## src/hmstc_params.svh

```systemverilog
// constant names for the machine status, trap control and delegation block
`ifndef HMSTC_PARAMS_SVH
`define HMSTC_PARAMS_SVH

// ----------------------------------------------------------------------
// register byte offsets on the axi4-lite bus
// ----------------------------------------------------------------------
`define HMS_OFF_MST_LO 8'h00
`define HMS_OFF_MST_HI 8'h04
`define HMS_OFF_MIDELEG 8'h08
`define HMS_OFF_HIDELEG 8'h0c
`define HMS_OFF_HIP 8'h10
`define HMS_OFF_HIE 8'h14
`define HMS_OFF_MODE 8'h18

// ----------------------------------------------------------------------
// field positions of the 64-bit machine status image
// ----------------------------------------------------------------------
`define HMS_B_SIE 1
`define HMS_B_MIE 3
`define HMS_B_UBE 6
`define HMS_B_MPIE 7
`define HMS_B_VS_LO 9
`define HMS_B_MPP_LO 11
`define HMS_B_MPP_HI 12
`define HMS_B_FS_LO 13
`define HMS_B_MODIFY_PRIV_ENABLE 17
`define HMS_B_SUM 18
`define HMS_B_MXR 19
`define HMS_B_TVM 20
`define HMS_B_TW 21
`define HMS_B_TSR 22
`define HMS_B_SD32 31
`define HMS_B_SBE 36
`define HMS_B_MBE 37
`define HMS_B_GVA 38
`define HMS_B_MPV 39
`define HMS_B_SD64 63
`define HMS_HI_GVA 6
`define HMS_HI_MPV 7
`define HMS_MST_WMASK_LO 32'h007e7fea
`define HMS_MST_WMASK_HI 32'h000000f0
`define HMS_MST_XL64 32'h0000000a
`define HMS_MST_RESET 64'h0000000000000000
`define HMS_CTX_DIRTY 2'b11

// ----------------------------------------------------------------------
// interrupt delegation masks, privilege codes, bus answers
// ----------------------------------------------------------------------
`define HMS_IRQ_W 16
`define HMS_MIDELEG_WMASK 16'h2222
`define HMS_MIDELEG_RO1 16'h0444
`define HMS_SGEI_MASK 16'h1000
`define HMS_HYP_WMASK 16'h1444
`define HMS_HIP_WMASK 16'h0004
`define HMS_PRIV_U 2'b00
`define HMS_PRIV_S 2'b01
`define HMS_PRIV_M 2'b11
`define HMS_PRIV_BAD 2'b10
`define HMS_RESP_OKAY 2'b00
`define HMS_RESP_SLVERR 2'b10

`endif

```

## src/hmstc_pkg.sv

```systemverilog
// types shared by the machine status, trap control and delegation block
package hmstc_pkg;
	// whole register and bus state of the block
	typedef struct packed {
		logic [63:0] mst; // machine status image
		logic [15:0] mideleg; // stored delegation bits
		logic [15:0] hideleg; // stored hypervisor delegation
		logic [15:0] hip; // stored hypervisor pending
		logic [15:0] hie; // stored hypervisor enable
		logic virt; // current virtualization mode
		logic [1:0] priv; // current privilege
		logic aw_got; // write address held
		logic [7:0] awaddr; // held write address
		logic w_got; // write data held
		logic [31:0] wdata; // held write data
		logic [3:0] wstrb; // held byte strobes
		logic bvalid; // write answer pending
		logic [1:0] bresp; // write answer code
		logic rvalid; // read answer pending
		logic [31:0] rdata; // read answer data
		logic [1:0] rresp; // read answer code
	} hmstc_st_s;
endpackage

```

## src/hmstc_core.sv

```systemverilog
// machine status, trap control and interrupt delegation logic of a hart
// Operation
// - trap into machine saves virt mode
// - machine return restores virt unless previous priv 3
// - guest virtual trap value sets guest flag
// - other machine traps clear guest flag
// - wide layout: bits 39 and 38
// - narrow layout: upper word bits 7, 6
// - sret and vm traps only in HS
// - wait timeout applies outside machine mode
// - vm trap blocks HS guest stage ops
// - vs stage ops never blocked by vm trap
// - modify priv off: current mode applies
// - modify priv on: use saved mode, priv
// - saved non-virt: user or HS, single stage
// - saved priv 3: machine access, untranslated
// - saved virt: two stage, VU or VS
// - HS readable-exec both stages, VS copy limited
// - VS access uses guest user-access bit
// - hypervisor loads/stores ignore modify priv
// - VS interrupt delegation bits read one
// - guest external delegation bit one if present
// - undelegated bits zero hypervisor copies
// - status holds all supervisor status fields
//
// Implementation choices: the address map and the AXI4-Lite register port.
`timescale 1ns/1ps
`default_nettype none
`include "hmstc_params.svh"

module hmstc_core import hmstc_pkg::*; #(
	parameter int MACHINE_WORD_WIDTH = 64, // machine word width, 64 or 32
	parameter int GUEST_EXT_IRQ_COUNT = 1 // number of guest external interrupts
) (
	input wire logic mclk_i, // hart clock
	input wire logic rst_i, // synchronous reset, active high
	input wire logic ce_i, // clock enable, freezes all state when low
	input wire logic [7:0] s_axi_awaddr, // write address
	input wire logic s_axi_awvalid, // write address valid
	output logic s_axi_awready, // write address ready
	input wire logic [31:0] s_axi_wdata, // write data
	input wire logic [3:0] s_axi_wstrb, // write byte strobes
	input wire logic s_axi_wvalid, // write data valid
	output logic s_axi_wready, // write data ready
	output logic [1:0] s_axi_bresp, // write response
	output logic s_axi_bvalid, // write response valid
	input wire logic s_axi_bready, // write response ready
	input wire logic [7:0] s_axi_araddr, // read address
	input wire logic s_axi_arvalid, // read address valid
	output logic s_axi_arready, // read address ready
	output logic [31:0] s_axi_rdata, // read data
	output logic [1:0] s_axi_rresp, // read response
	output logic s_axi_rvalid, // read data valid
	input wire logic s_axi_rready, // read data ready
	input wire logic trap_m_i, // pulse: trap taken into machine mode
	input wire logic trap_gva_i, // trap value is a guest virtual address
	input wire logic machine_return_i, // pulse: machine return executed
	input wire logic mode_set_i, // pulse: other mode change (sret, s trap)
	input wire logic [1:0] mode_priv_i, // privilege for mode_set_i
	input wire logic mode_virt_i, // virtualization mode for mode_set_i
	input wire logic hyp_ldst_i, // access is a virt_load/virt_exec_load/virt_store
	input wire logic hyp_prev_priv_field_i, // hypervisor saved privilege
	input wire logic vs_sum_i, // guest status user-access bit
	input wire logic vs_mxr_i, // guest status exec-readable bit
	input wire logic vs_be_i, // guest endianness for virtual levels
	input wire logic gstage_csr_i, // instruction touches guest_stage_root
	input wire logic gstage_fence_i, // guest_stage_fence or guest_stage_inval
	input wire logic vsstage_op_i, // vs_stage_root, vs_stage_fence or inval
	input wire logic [15:0] irq_pend_i, // hardware pending interrupt lines
	output logic virt_mode_o, // current virtualization mode
	output logic [1:0] priv_o, // current privilege
	output logic [1:0] eff_priv_o, // privilege of explicit accesses
	output logic eff_virt_o, // virtualization of explicit accesses
	output logic no_xlate_o, // explicit access is untranslated
	output logic two_stage_o, // explicit access uses two stages
	output logic eff_sum_o, // user-access bit for the access
	output logic hs_mxr_o, // exec-readable over both stages
	output logic vs_mxr_o, // exec-readable at vs stage only
	output logic eff_be_o, // big-endian explicit access
	output logic sret_trap_o, // sret must trap
	output logic gstage_trap_o, // guest stage op must trap
	output logic wfi_trap_o, // wait timeout is armed
	output logic [15:0] hideleg_o, // effective hypervisor delegation
	output logic [15:0] hie_o // effective hypervisor enables
);

	// ----------------------------------------------------------------------
	// state and derived views
	// ----------------------------------------------------------------------
	hmstc_st_s st; // registered state
	hmstc_st_s next_st; // next state
	logic [15:0] mideleg_eff; // delegation with forced ones
	logic [15:0] sgei_one; // guest external bit when present
	logic [63:0] mst_view; // status as software reads it
	logic in_hs; // current mode is HS
	logic wr_fire; // write performed this cycle
	logic rd_fire; // read taken this cycle
	logic [31:0] rd_word; // decoded read data
	logic rd_hit; // read address mapped
	logic wr_hit; // write address mapped
	logic [31:0] wr_word; // merged write data

	// merge strobed bytes into an old word
	function automatic logic [31:0] merge(input logic [31:0] old, input logic [31:0] nw,
		input logic [3:0] strb);
		logic [31:0] r;
		r = old;
		for (int i = 0; i < 4; i++) begin
			if (strb[i]) begin
				r[i*8 +: 8] = nw[i*8 +: 8];
			end
		end
		return r;
	endfunction

	// guest external delegation bit exists only with guest interrupts
	assign sgei_one = (GUEST_EXT_IRQ_COUNT != 0) ? `HMS_SGEI_MASK : 16'h0000;
	// vs-level bits are always delegated
	assign mideleg_eff = st.mideleg | `HMS_MIDELEG_RO1 | sgei_one;
	assign in_hs = (st.priv == `HMS_PRIV_S) && !st.virt;

	// status view: reserved bits zero, width fields fixed, summary dirty
	always_comb begin
		mst_view = st.mst & {`HMS_MST_WMASK_HI, `HMS_MST_WMASK_LO};
		if (MACHINE_WORD_WIDTH == 64) begin
			mst_view[63:32] = mst_view[63:32] | `HMS_MST_XL64;
			mst_view[`HMS_B_SD64] = (st.mst[`HMS_B_FS_LO +: 2] == `HMS_CTX_DIRTY) ||
				(st.mst[`HMS_B_VS_LO +: 2] == `HMS_CTX_DIRTY);
		end else begin
			mst_view[`HMS_B_SD32] = (st.mst[`HMS_B_FS_LO +: 2] == `HMS_CTX_DIRTY) ||
				(st.mst[`HMS_B_VS_LO +: 2] == `HMS_CTX_DIRTY);
		end
	end

	// ----------------------------------------------------------------------
	// register read decode
	// ----------------------------------------------------------------------
	always_comb begin
		rd_word = 32'h00000000;
		rd_hit = 1'b1;
		case (s_axi_araddr)
			`HMS_OFF_MST_LO: rd_word = mst_view[31:0];
			// the upper word is the wide layout's top half or the narrow upper register
			`HMS_OFF_MST_HI: rd_word = mst_view[63:32];
			`HMS_OFF_MIDELEG: rd_word = {16'h0000, mideleg_eff};
			`HMS_OFF_HIDELEG: rd_word = {16'h0000, hideleg_o};
			`HMS_OFF_HIP: rd_word = {16'h0000, (st.hip | irq_pend_i) & `HMS_HYP_WMASK &
				mideleg_eff};
			`HMS_OFF_HIE: rd_word = {16'h0000, hie_o};
			`HMS_OFF_MODE: rd_word = {29'h00000000, st.virt, st.priv};
			default: rd_hit = 1'b0;
		endcase
	end

	// write address decode
	always_comb begin
		case (st.awaddr)
			`HMS_OFF_MST_LO, `HMS_OFF_MST_HI, `HMS_OFF_MIDELEG, `HMS_OFF_HIDELEG,
			`HMS_OFF_HIP, `HMS_OFF_HIE, `HMS_OFF_MODE: wr_hit = 1'b1;
			default: wr_hit = 1'b0;
		endcase
	end

	// ----------------------------------------------------------------------
	// bus handshakes
	// ----------------------------------------------------------------------
	assign s_axi_awready = ce_i && !st.aw_got && !st.bvalid;
	assign s_axi_wready = ce_i && !st.w_got && !st.bvalid;
	assign s_axi_arready = ce_i && !st.rvalid;
	assign wr_fire = st.aw_got && st.w_got && !st.bvalid;
	assign rd_fire = s_axi_arvalid && s_axi_arready;
	assign wr_word = merge(32'h00000000, st.wdata, st.wstrb);

	// ----------------------------------------------------------------------
	// next state: bus write, then mode changes, then traps
	// ----------------------------------------------------------------------
	always_comb begin
		next_st = st;
		// write channel capture
		if (s_axi_awvalid && s_axi_awready) begin
			next_st.aw_got = 1'b1;
			next_st.awaddr = s_axi_awaddr;
		end
		if (s_axi_wvalid && s_axi_wready) begin
			next_st.w_got = 1'b1;
			next_st.wdata = s_axi_wdata;
			next_st.wstrb = s_axi_wstrb;
		end
		// write execution once both halves are held
		if (wr_fire) begin
			next_st.aw_got = 1'b0;
			next_st.w_got = 1'b0;
			next_st.bvalid = 1'b1;
			next_st.bresp = wr_hit ? `HMS_RESP_OKAY : `HMS_RESP_SLVERR;
			case (st.awaddr)
				`HMS_OFF_MST_LO: begin
					next_st.mst[31:0] = (merge(st.mst[31:0], st.wdata, st.wstrb) &
						`HMS_MST_WMASK_LO) | (st.mst[31:0] & ~`HMS_MST_WMASK_LO);
					// reserved privilege code keeps the old field
					if (next_st.mst[`HMS_B_MPP_HI:`HMS_B_MPP_LO] == `HMS_PRIV_BAD) begin
						next_st.mst[`HMS_B_MPP_HI:`HMS_B_MPP_LO] =
							st.mst[`HMS_B_MPP_HI:`HMS_B_MPP_LO];
					end
				end
				`HMS_OFF_MST_HI: begin
					next_st.mst[63:32] = (merge(st.mst[63:32], st.wdata, st.wstrb) &
						`HMS_MST_WMASK_HI) | (st.mst[63:32] & ~`HMS_MST_WMASK_HI);
				end
				`HMS_OFF_MIDELEG: begin
					next_st.mideleg = wr_word[15:0] & `HMS_MIDELEG_WMASK;
				end
				`HMS_OFF_HIDELEG: begin
					next_st.hideleg = 16'(merge({16'h0000, st.hideleg}, st.wdata,
						st.wstrb) & `HMS_HYP_WMASK);
				end
				`HMS_OFF_HIP: begin
					next_st.hip = 16'(merge({16'h0000, st.hip}, st.wdata, st.wstrb) &
						`HMS_HIP_WMASK);
				end
				`HMS_OFF_HIE: begin
					next_st.hie = 16'(merge({16'h0000, st.hie}, st.wdata, st.wstrb) &
						`HMS_HYP_WMASK);
				end
				default: begin
					// read-only or unmapped: nothing stored
				end
			endcase
		end
		// write response drained
		if (st.bvalid && s_axi_bready) begin
			next_st.bvalid = 1'b0;
		end
		// read channel
		if (rd_fire) begin
			next_st.rvalid = 1'b1;
			next_st.rdata = rd_word;
			next_st.rresp = rd_hit ? `HMS_RESP_OKAY : `HMS_RESP_SLVERR;
		end else if (st.rvalid && s_axi_rready) begin
			next_st.rvalid = 1'b0;
		end
		// mode change from sret or a supervisor trap
		if (mode_set_i) begin
			next_st.priv = mode_priv_i;
			next_st.virt = mode_virt_i;
		end
		// machine return restores the saved mode
		if (machine_return_i) begin
			next_st.priv = st.mst[`HMS_B_MPP_HI:`HMS_B_MPP_LO];
			next_st.virt = (st.mst[`HMS_B_MPP_HI:`HMS_B_MPP_LO] == `HMS_PRIV_M) ? 1'b0 :
				st.mst[`HMS_B_MPV];
			next_st.mst[`HMS_B_MIE] = st.mst[`HMS_B_MPIE];
			next_st.mst[`HMS_B_MPIE] = 1'b1;
			next_st.mst[`HMS_B_MPP_HI:`HMS_B_MPP_LO] = `HMS_PRIV_U;
			next_st.mst[`HMS_B_MPV] = 1'b0;
			if (st.mst[`HMS_B_MPP_HI:`HMS_B_MPP_LO] != `HMS_PRIV_M) begin
				next_st.mst[`HMS_B_MODIFY_PRIV_ENABLE] = 1'b0;
			end
		end
		// trap into machine mode wins over everything else this cycle
		if (trap_m_i) begin
			next_st.mst[`HMS_B_MPV] = st.virt;
			next_st.mst[`HMS_B_GVA] = trap_gva_i;
			next_st.mst[`HMS_B_MPP_HI:`HMS_B_MPP_LO] = st.priv;
			next_st.mst[`HMS_B_MPIE] = st.mst[`HMS_B_MIE];
			next_st.mst[`HMS_B_MIE] = 1'b0;
			next_st.priv = `HMS_PRIV_M;
			next_st.virt = 1'b0;
		end
	end

	// state register with reset and clock enable
	always_ff @(posedge mclk_i) begin
		if (rst_i) begin
			st <= '0;
			st.mst <= `HMS_MST_RESET;
			st.priv <= `HMS_PRIV_M;
		end else if (ce_i) begin
			st <= next_st;
		end
	end

	// ----------------------------------------------------------------------
	// explicit access mode selection
	// ----------------------------------------------------------------------
	always_comb begin
		if (hyp_ldst_i) begin
			// hypervisor loads and stores act as virtual at the saved level
			eff_virt_o = 1'b1;
			eff_priv_o = {1'b0, hyp_prev_priv_field_i};
			no_xlate_o = 1'b0;
		end else if (st.mst[`HMS_B_MODIFY_PRIV_ENABLE]) begin
			if (st.mst[`HMS_B_MPP_HI:`HMS_B_MPP_LO] == `HMS_PRIV_M) begin
				eff_virt_o = 1'b0;
				eff_priv_o = `HMS_PRIV_M;
				no_xlate_o = 1'b1;
			end else begin
				eff_virt_o = st.mst[`HMS_B_MPV];
				eff_priv_o = st.mst[`HMS_B_MPP_HI:`HMS_B_MPP_LO];
				no_xlate_o = 1'b0;
			end
		end else begin
			eff_virt_o = st.virt;
			eff_priv_o = st.priv;
			no_xlate_o = (st.priv == `HMS_PRIV_M);
		end
	end

	// second stage only for virtual accesses
	assign two_stage_o = eff_virt_o && !no_xlate_o;
	// the guest's user-access bit replaces the host's at VS level
	assign eff_sum_o = (eff_virt_o && eff_priv_o == `HMS_PRIV_S) ? vs_sum_i :
		st.mst[`HMS_B_SUM];
	// host exec-readable spans both stages, guest copy only its own stage
	assign hs_mxr_o = st.mst[`HMS_B_MXR];
	assign vs_mxr_o = two_stage_o && vs_mxr_i;
	// endianness follows the effective level
	assign eff_be_o = (eff_priv_o == `HMS_PRIV_M) ? st.mst[`HMS_B_MBE] :
		eff_virt_o ? vs_be_i :
		(eff_priv_o == `HMS_PRIV_S) ? st.mst[`HMS_B_SBE] : st.mst[`HMS_B_UBE];

	// ----------------------------------------------------------------------
	// trap controls and delegation outputs
	// ----------------------------------------------------------------------
	assign sret_trap_o = st.mst[`HMS_B_TSR] && in_hs;
	// vs-stage operations are not part of this term
	assign gstage_trap_o = st.mst[`HMS_B_TVM] && in_hs &&
		(gstage_csr_i || gstage_fence_i);
	assign wfi_trap_o = st.mst[`HMS_B_TW] && (st.priv != `HMS_PRIV_M);
	assign hideleg_o = st.hideleg & mideleg_eff;
	assign hie_o = st.hie & mideleg_eff;
	assign virt_mode_o = st.virt;
	assign priv_o = st.priv;
	assign s_axi_bvalid = st.bvalid;
	assign s_axi_bresp = st.bresp;
	assign s_axi_rvalid = st.rvalid;
	assign s_axi_rdata = st.rdata;
	assign s_axi_rresp = st.rresp;
endmodule
`default_nettype wire

```

## config.mk

```make
export PLATFORM = sky130hd
export DESIGN_NAME = hmstc_core
export DESIGN_NICKNAME = d
export VERILOG_FILES = /design/src/hmstc_pkg.sv /design/src/hmstc_core.sv
export VERILOG_INCLUDE_DIRS = /design/src
export SDC_FILE = /design/constraint.sdc
export NUM_CORES = 1
export LEC_CHECK = 0
export BUFFER_PORTS_ARGS = -buffer_cell sky130_fd_sc_hd__clkbuf_2
export CAP_MARGIN = 20
export CORE_MARGIN = 1
export CORE_UTILIZATION = 54
export DETAILED_ROUTE_END_ITERATION = 6
export GPL_ROUTABILITY_DRIVEN = 0
export HOLD_SLACK_MARGIN = 0.03
export MAX_ROUTING_LAYER = met4
export PLACE_DENSITY_LB_ADDON = 0.25
export SYNTH_ARGS = -nofsm -noshare
export SYNTH_HDL_FRONTEND = slang
export SYNTH_SLANG_ARGS = --single-unit
```

## constraint.sdc

```tcl
create_clock -name mclk_i -period 5.5 [get_ports mclk_i]
set_input_delay 1.1 -clock mclk_i [delete_from_list [all_inputs] [get_ports mclk_i]]
set_output_delay 1.1 -clock mclk_i [all_outputs]
set_load 0.005 [all_outputs]
```

==> results of run 1 <==
## power groups by stage
stage          sequential [W]  clock, W  combinational (W)
2_1_floorplan        0.000748         0           0.000126
3_3_place_gp         0.000760         0           0.000144
3_5_place_dp         0.000761         0           0.000147
4_1_cts              0.000744  0.000421           0.000148
5_1_grt              0.000748  0.000448           0.000166
6_report             0.000745  0.000417           0.000148
## Yosys cell counts (10+ instances only)
cell | n | area share
o21ai_0 | 30 | 0.030
mux2i_1 | 16 | 0.032
inv_1 | 11 | 0.0083
nor2_1 | 32 | 0.024
nand2b_1 | 14 | 0.018
nor2b_1 | 12 | 0.015
clkbuf_1 | 35 | 0.026
nand3b_1 | 10 | 0.015
nand3_1 | 19 | 0.019
a32oi_1 | 11 | 0.019
buf_4 | 70 | 0.11
nand2_1 | 87 | 0.065
dfxtp_1 | 97 | 0.39
nor4_1 | 10 | 0.013
a21oi_1 | 72 | 0.072
## state kept, by name, summed over array words and instances, names as in the netlist
signal,cells
s_axi_bvalid,1
s_axi_rdata,22
hs_mxr_o,1
priv_o,2
s_axi_bresp,1
mst_view,21
mideleg_eff,4
virt_mode_o,1
s_axi_rvalid,1
s_axi_rresp,1
st,42
## logic make-up after synthesis
| kind of cell | count (synthesis) | synth area share |
|---|---|---|
| AO/OA/AOI/OAI | 146 | 0.1746 |
| buffers and inverters | 122 | 0.1480 |
| flip-flops | 97 | 0.3893 |
| multiplexers | 22 | 0.04790 |
| other | 1 | 0.0007517 |
| AND/OR/NAND/NOR | 233 | 0.2395 |
## worst paths after layout
kind                                      end  slack, ns  depth (start not counted)
setup reg to reg     mst_view[3]$_SDFFE_PP0P_       3.21                          4
hold reg to reg   s_axi_rdata[3]$_SDFFE_PP0P_       0.46                          2
hold / removal    s_axi_rdata[3]$_SDFFE_PP0P_       0.46                          2
setup / recovery                     eff_be_o       2.13                          6
## cell usage in the layout (no fill, tap or decap), types with 14 or more instances in the layout
cell type / n
nand2_1: 87
a21oi_1: 72
nand3_1: 19
conb_1: 36
dfxtp_1: 97
nor2_1: 32
nand2b_1: 14
mux2i_1: 16
clkbuf_2: 115
o21ai_0: 30
## area by class of cell
class	count	area (sq um)	share of cell area
repair buffers	119	603.1	0.1131
clock buffers	9	123.9	0.02324
inverters	11	41.29	0.007746
well taps	108	135.1	0.02535
flip-flops and latches	97	1942	0.3643
multi-input cells	437	2440	0.4577
clock inverters	6	45.04	0.008451
## worst register-to-register path, cell delays in order, from the launching register on
cell	delay [ns]
dfxtp_1	0.33
or3_1	0.51
nor4_1	0.92
a32o_1	0.28
a221oi_1	0.08
## metrics by stage
stage / util / hold slack (ns)
2_1_floorplan: - / 0.4323
3_3_place_gp: 0.5833 / 0.4401
3_5_place_dp: 0.5833 / 0.4449
4_1_cts: 0.6024 / 0.4551
5_1_grt: 0.6024 / 0.4830
6_report: 0.6024 / 0.4556
## per-layer routing
layer  wire [um]  GRT usage  up-vias  part of all wire
li1            -          -     2173                 -
met1        5406     0.3399     2087              0.46
met2        5592     0.3868      170              0.47
met3         697    0.03436       14             0.059
met4         144    0.07692        0             0.012
met5           0          -        -                 0
==> results.cfg, run 1 <==
[synth]
syn_area_sq_um = 4989
seq_area_frac_synth = 0.3893
synth-edff-count = 0
synth.avg_cell_area_sq_um = 8.033
async_flop_share = 0
yosysWarnings = 0
ys_seq_elements = 97
synth_top_flop_cell = dfxtp_1
yosysUniqueCellTypes = 55
synth_cells = 621

[placement]
portBuffers = 116
place_area_sq_um = 5161
dp.cells = 772
pre_cts_ws_ns = 2.140
dp_hpwl_mm = 8.691

[run_status]
violations = DRC
status = complete, but fails checks

[timing]
slew_headroom = 0.3054
setup-tns-final_ns = 0
final_hold_viol_count = 0
setup_viol = 0
fmax_mhz = 296.8
min_period_over_period = 0.6127
min_period_ns = 3.370
setup_ws_ns = 2.130
rsz0062_at_grt = no
fin_skew_ns = 0.01091
slew_violations = 0
tightest_slew_ns = 1.032

[clocking]
cts_root_buf = clkbuf_8
h-tree-depth = 3
numClockSinks = 97
cts_buffers = 9
post_cts_buffers = 0
cts_tree = done
cts_resized = 0
clk_latency_ns = 0.37
clock_path_buffers = 2
clkSlewWorstSetupHoldPaths_ns = 0.09
ctsHoldBuffers = 0

[die]
die-area_sq_um = 9627
io_pins = 179
initial_core_util = 0.5638
die_x_um = 98.12
row_count = 34
die_h_um = 98.12
core_area_sq_um = 8848

[power]
power_w = 0.001310
p_switching_w = 0.0003663
p_comb_frac = 0.113
pwr-share-clk = 0.318
p_leak_nw = 2.129
seqPwrFrac = 0.569
intPower_w = 0.0009434
peakVddDrop_uv = 136.3
swShare = 0.2797
cellPowerDensity_nw_per_um2 = 245.7

[drt]
ant_nets = 0
drt_iter0_drc = 269
drt_first_pass_iters = 7
finalWirelength_mm = 11.84
drc = 8
avgRoutedWirePerCell_um = 15.04
vias = 4444
vias_per_cell = 5.647

[final_layout]
area_growth_pct = 6.847
stdcell_count = 787
nFillCells = 822
nets = 766
n_antenna_cell = 0
drive_gt1_frac = 0.2224
design_area_sq_um = 5330

[setup_path]
r2r-start = st[82]$_SDFFE_PP0P_
critPathMaxStageDelay_ns = 0.42
cp-start-kind = primary input
cp.arrival_ns = 2.27
crit_fanout = 6
endpoint_kind = output pin
startpoint = hyp_ldst_i
crit_slowest_cell = a311oi_1
crit_required_ns = 4.40
critical_path_buf_inv_count = 3
crit_top_cell = clkbuf_2
crit_path_cell_trace = clkbuf_2 -> a311oi_1 -> inv_1 -> a221oi_1 -> a22oi_1 -> clkbuf_2
crit_type = primary input to output pin
crit_family = compound AO/OA/AOI/OAI gates

[global_routing]
grt_pass1_vias = 3827
grt_pass1_wl_mm = 18.78
grt_max_degree = 60
antenna_found_initial = 0
gr-usage-all-layers = 0.2506
gr-total-overflow = 0

[min_path]
hp-start = s_axi_rdata[3]$_SDFFE_PP0P_
hold_path.class = register to register

[job]
maxCapViolations = 0
No activity file was read; power rests on OpenSTA's default activity.
==> inputs of run 2 (changes only) <==
--- a/config.mk
+++ b/config.mk
@@ -9,7 +9,7 @@
 export BUFFER_PORTS_ARGS = -buffer_cell sky130_fd_sc_hd__clkbuf_2
 export CAP_MARGIN = 20
 export CORE_MARGIN = 1
-export CORE_UTILIZATION = 54
+export CORE_UTILIZATION = 45
 export DETAILED_ROUTE_END_ITERATION = 6
 export GPL_ROUTABILITY_DRIVEN = 0
 export HOLD_SLACK_MARGIN = 0.03
==> constraint.sdc (replaced) <==
create_clock -name mclk_i -period 2.9 [get_ports mclk_i]
set_input_delay 0.58 -clock mclk_i [delete_from_list [all_inputs] [get_ports mclk_i]]
set_output_delay 0.58 -clock mclk_i [all_outputs]
set_load 0.005 [all_outputs]
==> run 2 against run 1 <==
Effect of this change:
- the flow now finishes without violations
- utilization is 10 points lower
- via count rose by 0.27%
- count of clock-buffer cells in the layout grew 5
- sequential power increased by 89%
- setup slack got worse by 1.9 ns
- first-iteration DRC count is 30% higher
- critical path depth is the same
- critical endpoint unchanged
==> results.cfg, run 2 (synthesized netlist as in run 1, its figures left out) <==
[run_status]
status = completed

[power]
cellPowerDensity_nw_per_um2 = 461.9
p_leak_nw = 2.174
peakVddDrop_uv = 201.6

[drt]
drt_first_pass_iters = 5
vias_per_cell = 5.388
drt_iter0_drc = 349
drc = 0
avgRoutedWirePerCell_um = 15.02
finalWirelength_mm = 12.42
ant_nets = 0
vias = 4456

[global_routing]
grt_max_degree = 35
gr-usage-all-layers = 0.2234
met1_usage = 0.3038
use_met2 = 0.3373
grt_use_met3 = 0.04843
antenna_found_initial = 0
grt_pass1_wl_mm = 19.46
gr-total-overflow = 0
grt_most_used_layer = met2
grt_pass1_vias = 3874

[clocking]
cts_root_buf = clkbuf_8
numClockSinks = 97
h-tree-depth = 3
clk_latency_ns = 0.37
clkSlewWorstSetupHoldPaths_ns = 0.09
cts_buffers = 9
ctsHoldBuffers = 0
cts_tree = done
clock_path_buffers = 2

[die]
core_area_sq_um = 10840
row_count = 38
die-area_sq_um = 11510
io_pins = 179
die_h_um = 107.3
die_x_um = 107.3
initial_core_util = 0.4602

[timing]
slew_violations = 0
tightest_slew_ns = 0.7586
rsz0062_at_grt = no
setup-tns-final_ns = 0
final_hold_viol_count = 0
fmax_mhz = 373.3
slew_headroom = 0.4931
fin_skew_ns = 0.008759
min_period_over_period = 0.9238
setup_viol = 0
min_period_ns = 2.679

[final_layout]
nets = 773
largest_register_ffs = 42
drive_gt1_frac = 0.2285
mostFrequentLayoutCells = clkbuf_2 (115), dfxtp_1 (97), nand2_1 (87)
post-route-util = 0.5014
area_growth_pct = 8.954
stdcell_count = 827
n_antenna_cell = 0
final_common_cell = clkbuf_2
regMostFlops = st

[min_path]
hold_path.class = primary input to register

[setup_path]
endpoint_kind = output pin
crit_type = register to output pin
cp-start-kind = register
cp.arrival_ns = 2.10
crit_required_ns = 2.32
crit_fanout = 8

[job]
maxCapViolations = 0

[placement]
dp.cells = 811
portBuffers = 116
dp_hpwl_mm = 9.154
run 2: cell count changes in the layout (fill, tap and decap cells not counted):
| cell | change |
|---|---|
| clkinv_4 | -1 |
| a311oi_1 | -1 |
| inv_6 | -1 |
| clkbuf_1 | +3 |
| a311oi_2 | +1 |
| clkinvlp_4 | -2 |
| clkbuf_8 | +2 |
| buf_4 | +7 |
run 2: critical path: stages, from the launching register on:
cell      delay (ns)
dfxtp_1         0.55
nand2_1         0.18
a311oi_2        0.41
inv_1           0.10
a221oi_1        0.24
a22oi_1         0.14
clkbuf_2        0.12
run 2: per-stage QoR:
step | hold slack, ns | total power, W | setup WS, ns | instance area, sq um
floorplan | 0.4323 | 0.001657 | 0.8270 | 5120
global placement | 0.4402 | 0.001725 | 0.5335 | 5254
detailed placement | 0.4449 | 0.001733 | 0.4920 | 5254
CTS | 0.4106 | 0.002521 | 0.09322 | 5429
global route | 0.4100 | 0.002633 | 0.04182 | 5435
finish | 0.4263 | 0.002511 | 0.2209 | 5435
run 2: path summary, 6_finish.rpt:
path,startpoint,to,slack [ns],cells past startpoint
setup / recovery,mst_view[12]$_SDFFE_PP0P_,eff_be_o,0.22,6
hold / removal,s_axi_awaddr[5],st[80]$_SDFFE_PP0P_,0.43,3
setup reg to reg,st[82]$_SDFFE_PP0P_,mst_view[11]$_SDFFE_PP0P_,0.84,4
hold reg to reg,s_axi_rdata[3]$_SDFFE_PP0P_,s_axi_rdata[3]$_SDFFE_PP0P_,0.45,2
run 2: where the power goes:
group	total [W]	leakage [nW]	internal, W	switching [W]
Combinational	0.000294	1.30	0.000120	0.000174
Clock	0.000805	0.0867	0.000359	0.000445
Sequential	0.00141	0.787	0.00136	0.0000476
run 2: final cells by class:
type | instances | area [sq um]
clock buffer | 14 | 162.7
fill | 1105 | 5405
clock inverter | 2 | 12.51
tap | 140 | 175.2
inverter | 11 | 41.29
multi-input combinational | 437 | 2446
timing repair buffer | 126 | 655.6
sequential | 97 | 1942
run 2: what timing repair did:
| action | CTS | global route |
|---|---|---|
| buffers inserted | 0 | 0 |
| setup endpoints to repair | 0 | 1 |
| resized for setup | 0 | 1 |
run 2: layer usage:
layer  share of wire  wire length (um)
met2            0.46              5655
met5               0                 0
met1            0.48              5903
met3           0.058               719
met4           0.011               142
==> inputs of run 3 (changes only) <==
--- a/config.mk
+++ b/config.mk
@@ -12,6 +12,7 @@
 export CORE_UTILIZATION = 45
 export DETAILED_ROUTE_END_ITERATION = 6
 export GPL_ROUTABILITY_DRIVEN = 0
+export GPL_TIMING_DRIVEN = 0
 export HOLD_SLACK_MARGIN = 0.03
 export MAX_ROUTING_LAYER = met4
 export PLACE_DENSITY_LB_ADDON = 0.25
==> run 3 against run 2 <==
Effect of this change:
- count of clock-buffer cells in the layout down 2
- largest cell class unchanged
- utilization up 5.9 points
- register-to-register slack got worse by 0.19 ns
- critical path type unchanged
- via count grew 8.3%
- clock power rose by 14%
- critical endpoint unchanged
- final cell count is 12% higher
- power increased by 6.8%
==> results.cfg, run 3 (synthesized netlist as in run 1, its figures left out) <==
[run_status]
status = completed

[setup_path]
crit_fanout = 8
crit_path_cell_trace = nand2_1 -> a311oi_2 -> inv_1 -> a221oi_1 -> a22oi_1 -> clkbuf_2
cp.arrival_ns = 2.13
crit_slowest_cell = dfxtp_1
cp-start-kind = register
endpoint_kind = output pin
r2r_setup_slack_ns = 0.65
crit_required_ns = 2.32
critPathMaxStageDelay_ns = 0.56
crit_type = register to output pin

[timing]
min_period_ns = 2.705
setup-tns-final_ns = 0
rsz0062_at_grt = no
slew_violations = 0
final_hold_viol_count = 0
tightest_slew_ns = 1.028
min_period_over_period = 0.9328
slew_headroom = 0.3087
fin_skew_ns = 0.006406
fmax_mhz = 369.7
setup_viol = 0

[drt]
vias_per_cell = 5.218
drt_iter0_drc = 320
vias = 4827
drt_first_pass_iters = 6
avgRoutedWirePerCell_um = 14.66
drc = 0
ant_nets = 0
finalWirelength_mm = 13.56

[clocking]
cts_root_buf = clkbuf_8
cts_tree = done
cts_buffers = 9
clk_latency_ns = 0.36
h-tree-depth = 3
ctsHoldBuffers = 0
clock_path_buffers = 2
post_cts_buffers = 0
clkSlewWorstSetupHoldPaths_ns = 0.09
numClockSinks = 97

[power]
p_leak_nw = 2.579
cellPowerDensity_nw_per_um2 = 441.2
power_w = 0.002680
peakVddDrop_uv = 199.6

[die]
row_count = 38
initial_core_util = 0.4602
io_pins = 179
die-area_sq_um = 11510
die_x_um = 107.3
die_h_um = 107.3
core_area_sq_um = 10840

[job]
maxCapViolations = 0

[global_routing]
grt_pass1_wl_mm = 21.42
grt_pass1_vias = 4303
gr-usage-all-layers = 0.2451
grt_max_degree = 16
antenna_found_initial = 0
gr-total-overflow = 0

[final_layout]
regMostFlops = st
final_common_cell = clkbuf_2
drive_gt1_frac = 0.2828
n_antenna_cell = 0
largest_register_ffs = 42
mostFrequentLayoutCells = clkbuf_2 (115), dfxtp_1 (97), nand2_1 (87)
area_growth_pct = 21.80
nets = 871

[min_path]
hold_path.class = primary input to register

[placement]
dp_hpwl_mm = 10.45
portBuffers = 114
run 3: changes by cell type in the layout (fill, tap and decap cells not counted), sizes merged:
cell	delta
buf	+65
clkinv	+1
clkbuf	+31
bufinv	+1
run 3: what timing repair did:
item                                    CTS  global route
gates resized for setup                   1             0
cloned                                    0             0
endpoints found under the setup margin    1             2
run 3: layout make-up:
| cell class | count | area [sq um] |
|---|---|---|
| buffer | 109 | 689.4 |
| clock buffer | 12 | 155.1 |
| clock inverter | 4 | 51.30 |
| fill | 1042 | 4765 |
| inverter | 11 | 41.29 |
| multi-input combinational | 437 | 2446 |
| sequential | 97 | 1942 |
| tap | 140 | 175.2 |
| timing repair buffer | 115 | 575.6 |
run 3: worst max-delay path, delay by kind of cell (launching register included):
kind	cells	cell delay [ns]
AOI/OAI and AO/OA	3	0.78
buffers and inverters	2	0.23
DFF	1	0.56
and+or+nand+nor	1	0.20
run 3: report_power, final:
group	switching, W	total [W]	internal [W]
registers	0.0000465	0.00141	0.00136
logic	0.000194	0.000353	0.000159
clock network	0.000469	0.000916	0.000447
run 3: per-layer routing:
layer / wire length (um) / share of wire / track usage / vias up
met5: 0 / 0 / - / -
met4: 197 / 0.015 / 0.07926 / 0
met3: 924 / 0.068 / 0.02542 / 19
met2: 6233 / 0.46 / 0.3802 / 195
met1: 6206 / 0.46 / 0.3355 / 2229
li1: - / - / - / 2384
run 3: worst paths after layout:
kind / start / to / cells after the start
hold / removal: s_axi_awaddr[1] / st[76]$_SDFFE_PP0P_ / 3
setup / recovery: mst_view[12]$_SDFFE_PP0P_ / eff_be_o / 6
hold reg to reg: s_axi_rdata[0]$_SDFFE_PP0P_ / s_axi_rdata[0]$_SDFFE_PP0P_ / 2
setup reg to reg: st[78]$_SDFFE_PP0P_ / mst_view[3]$_SDFFE_PP0P_ / 4
run 3: per-stage QoR:
stage	hold WS (ns)	area [sq um]	util	std cells	worst slack (ns)
2_1_floorplan	0.4323	5120	-	656	0.8270
3_3_place_gp	0.4437	5866	0.5411	910	0.3921
3_5_place_dp	0.4450	5866	0.5411	910	0.3749
4_1_cts	0.4249	6078	0.5607	926	0.07593
5_1_grt	0.4308	6076	0.5605	925	0.03855
6_report	0.4342	6076	0.5605	925	0.1949
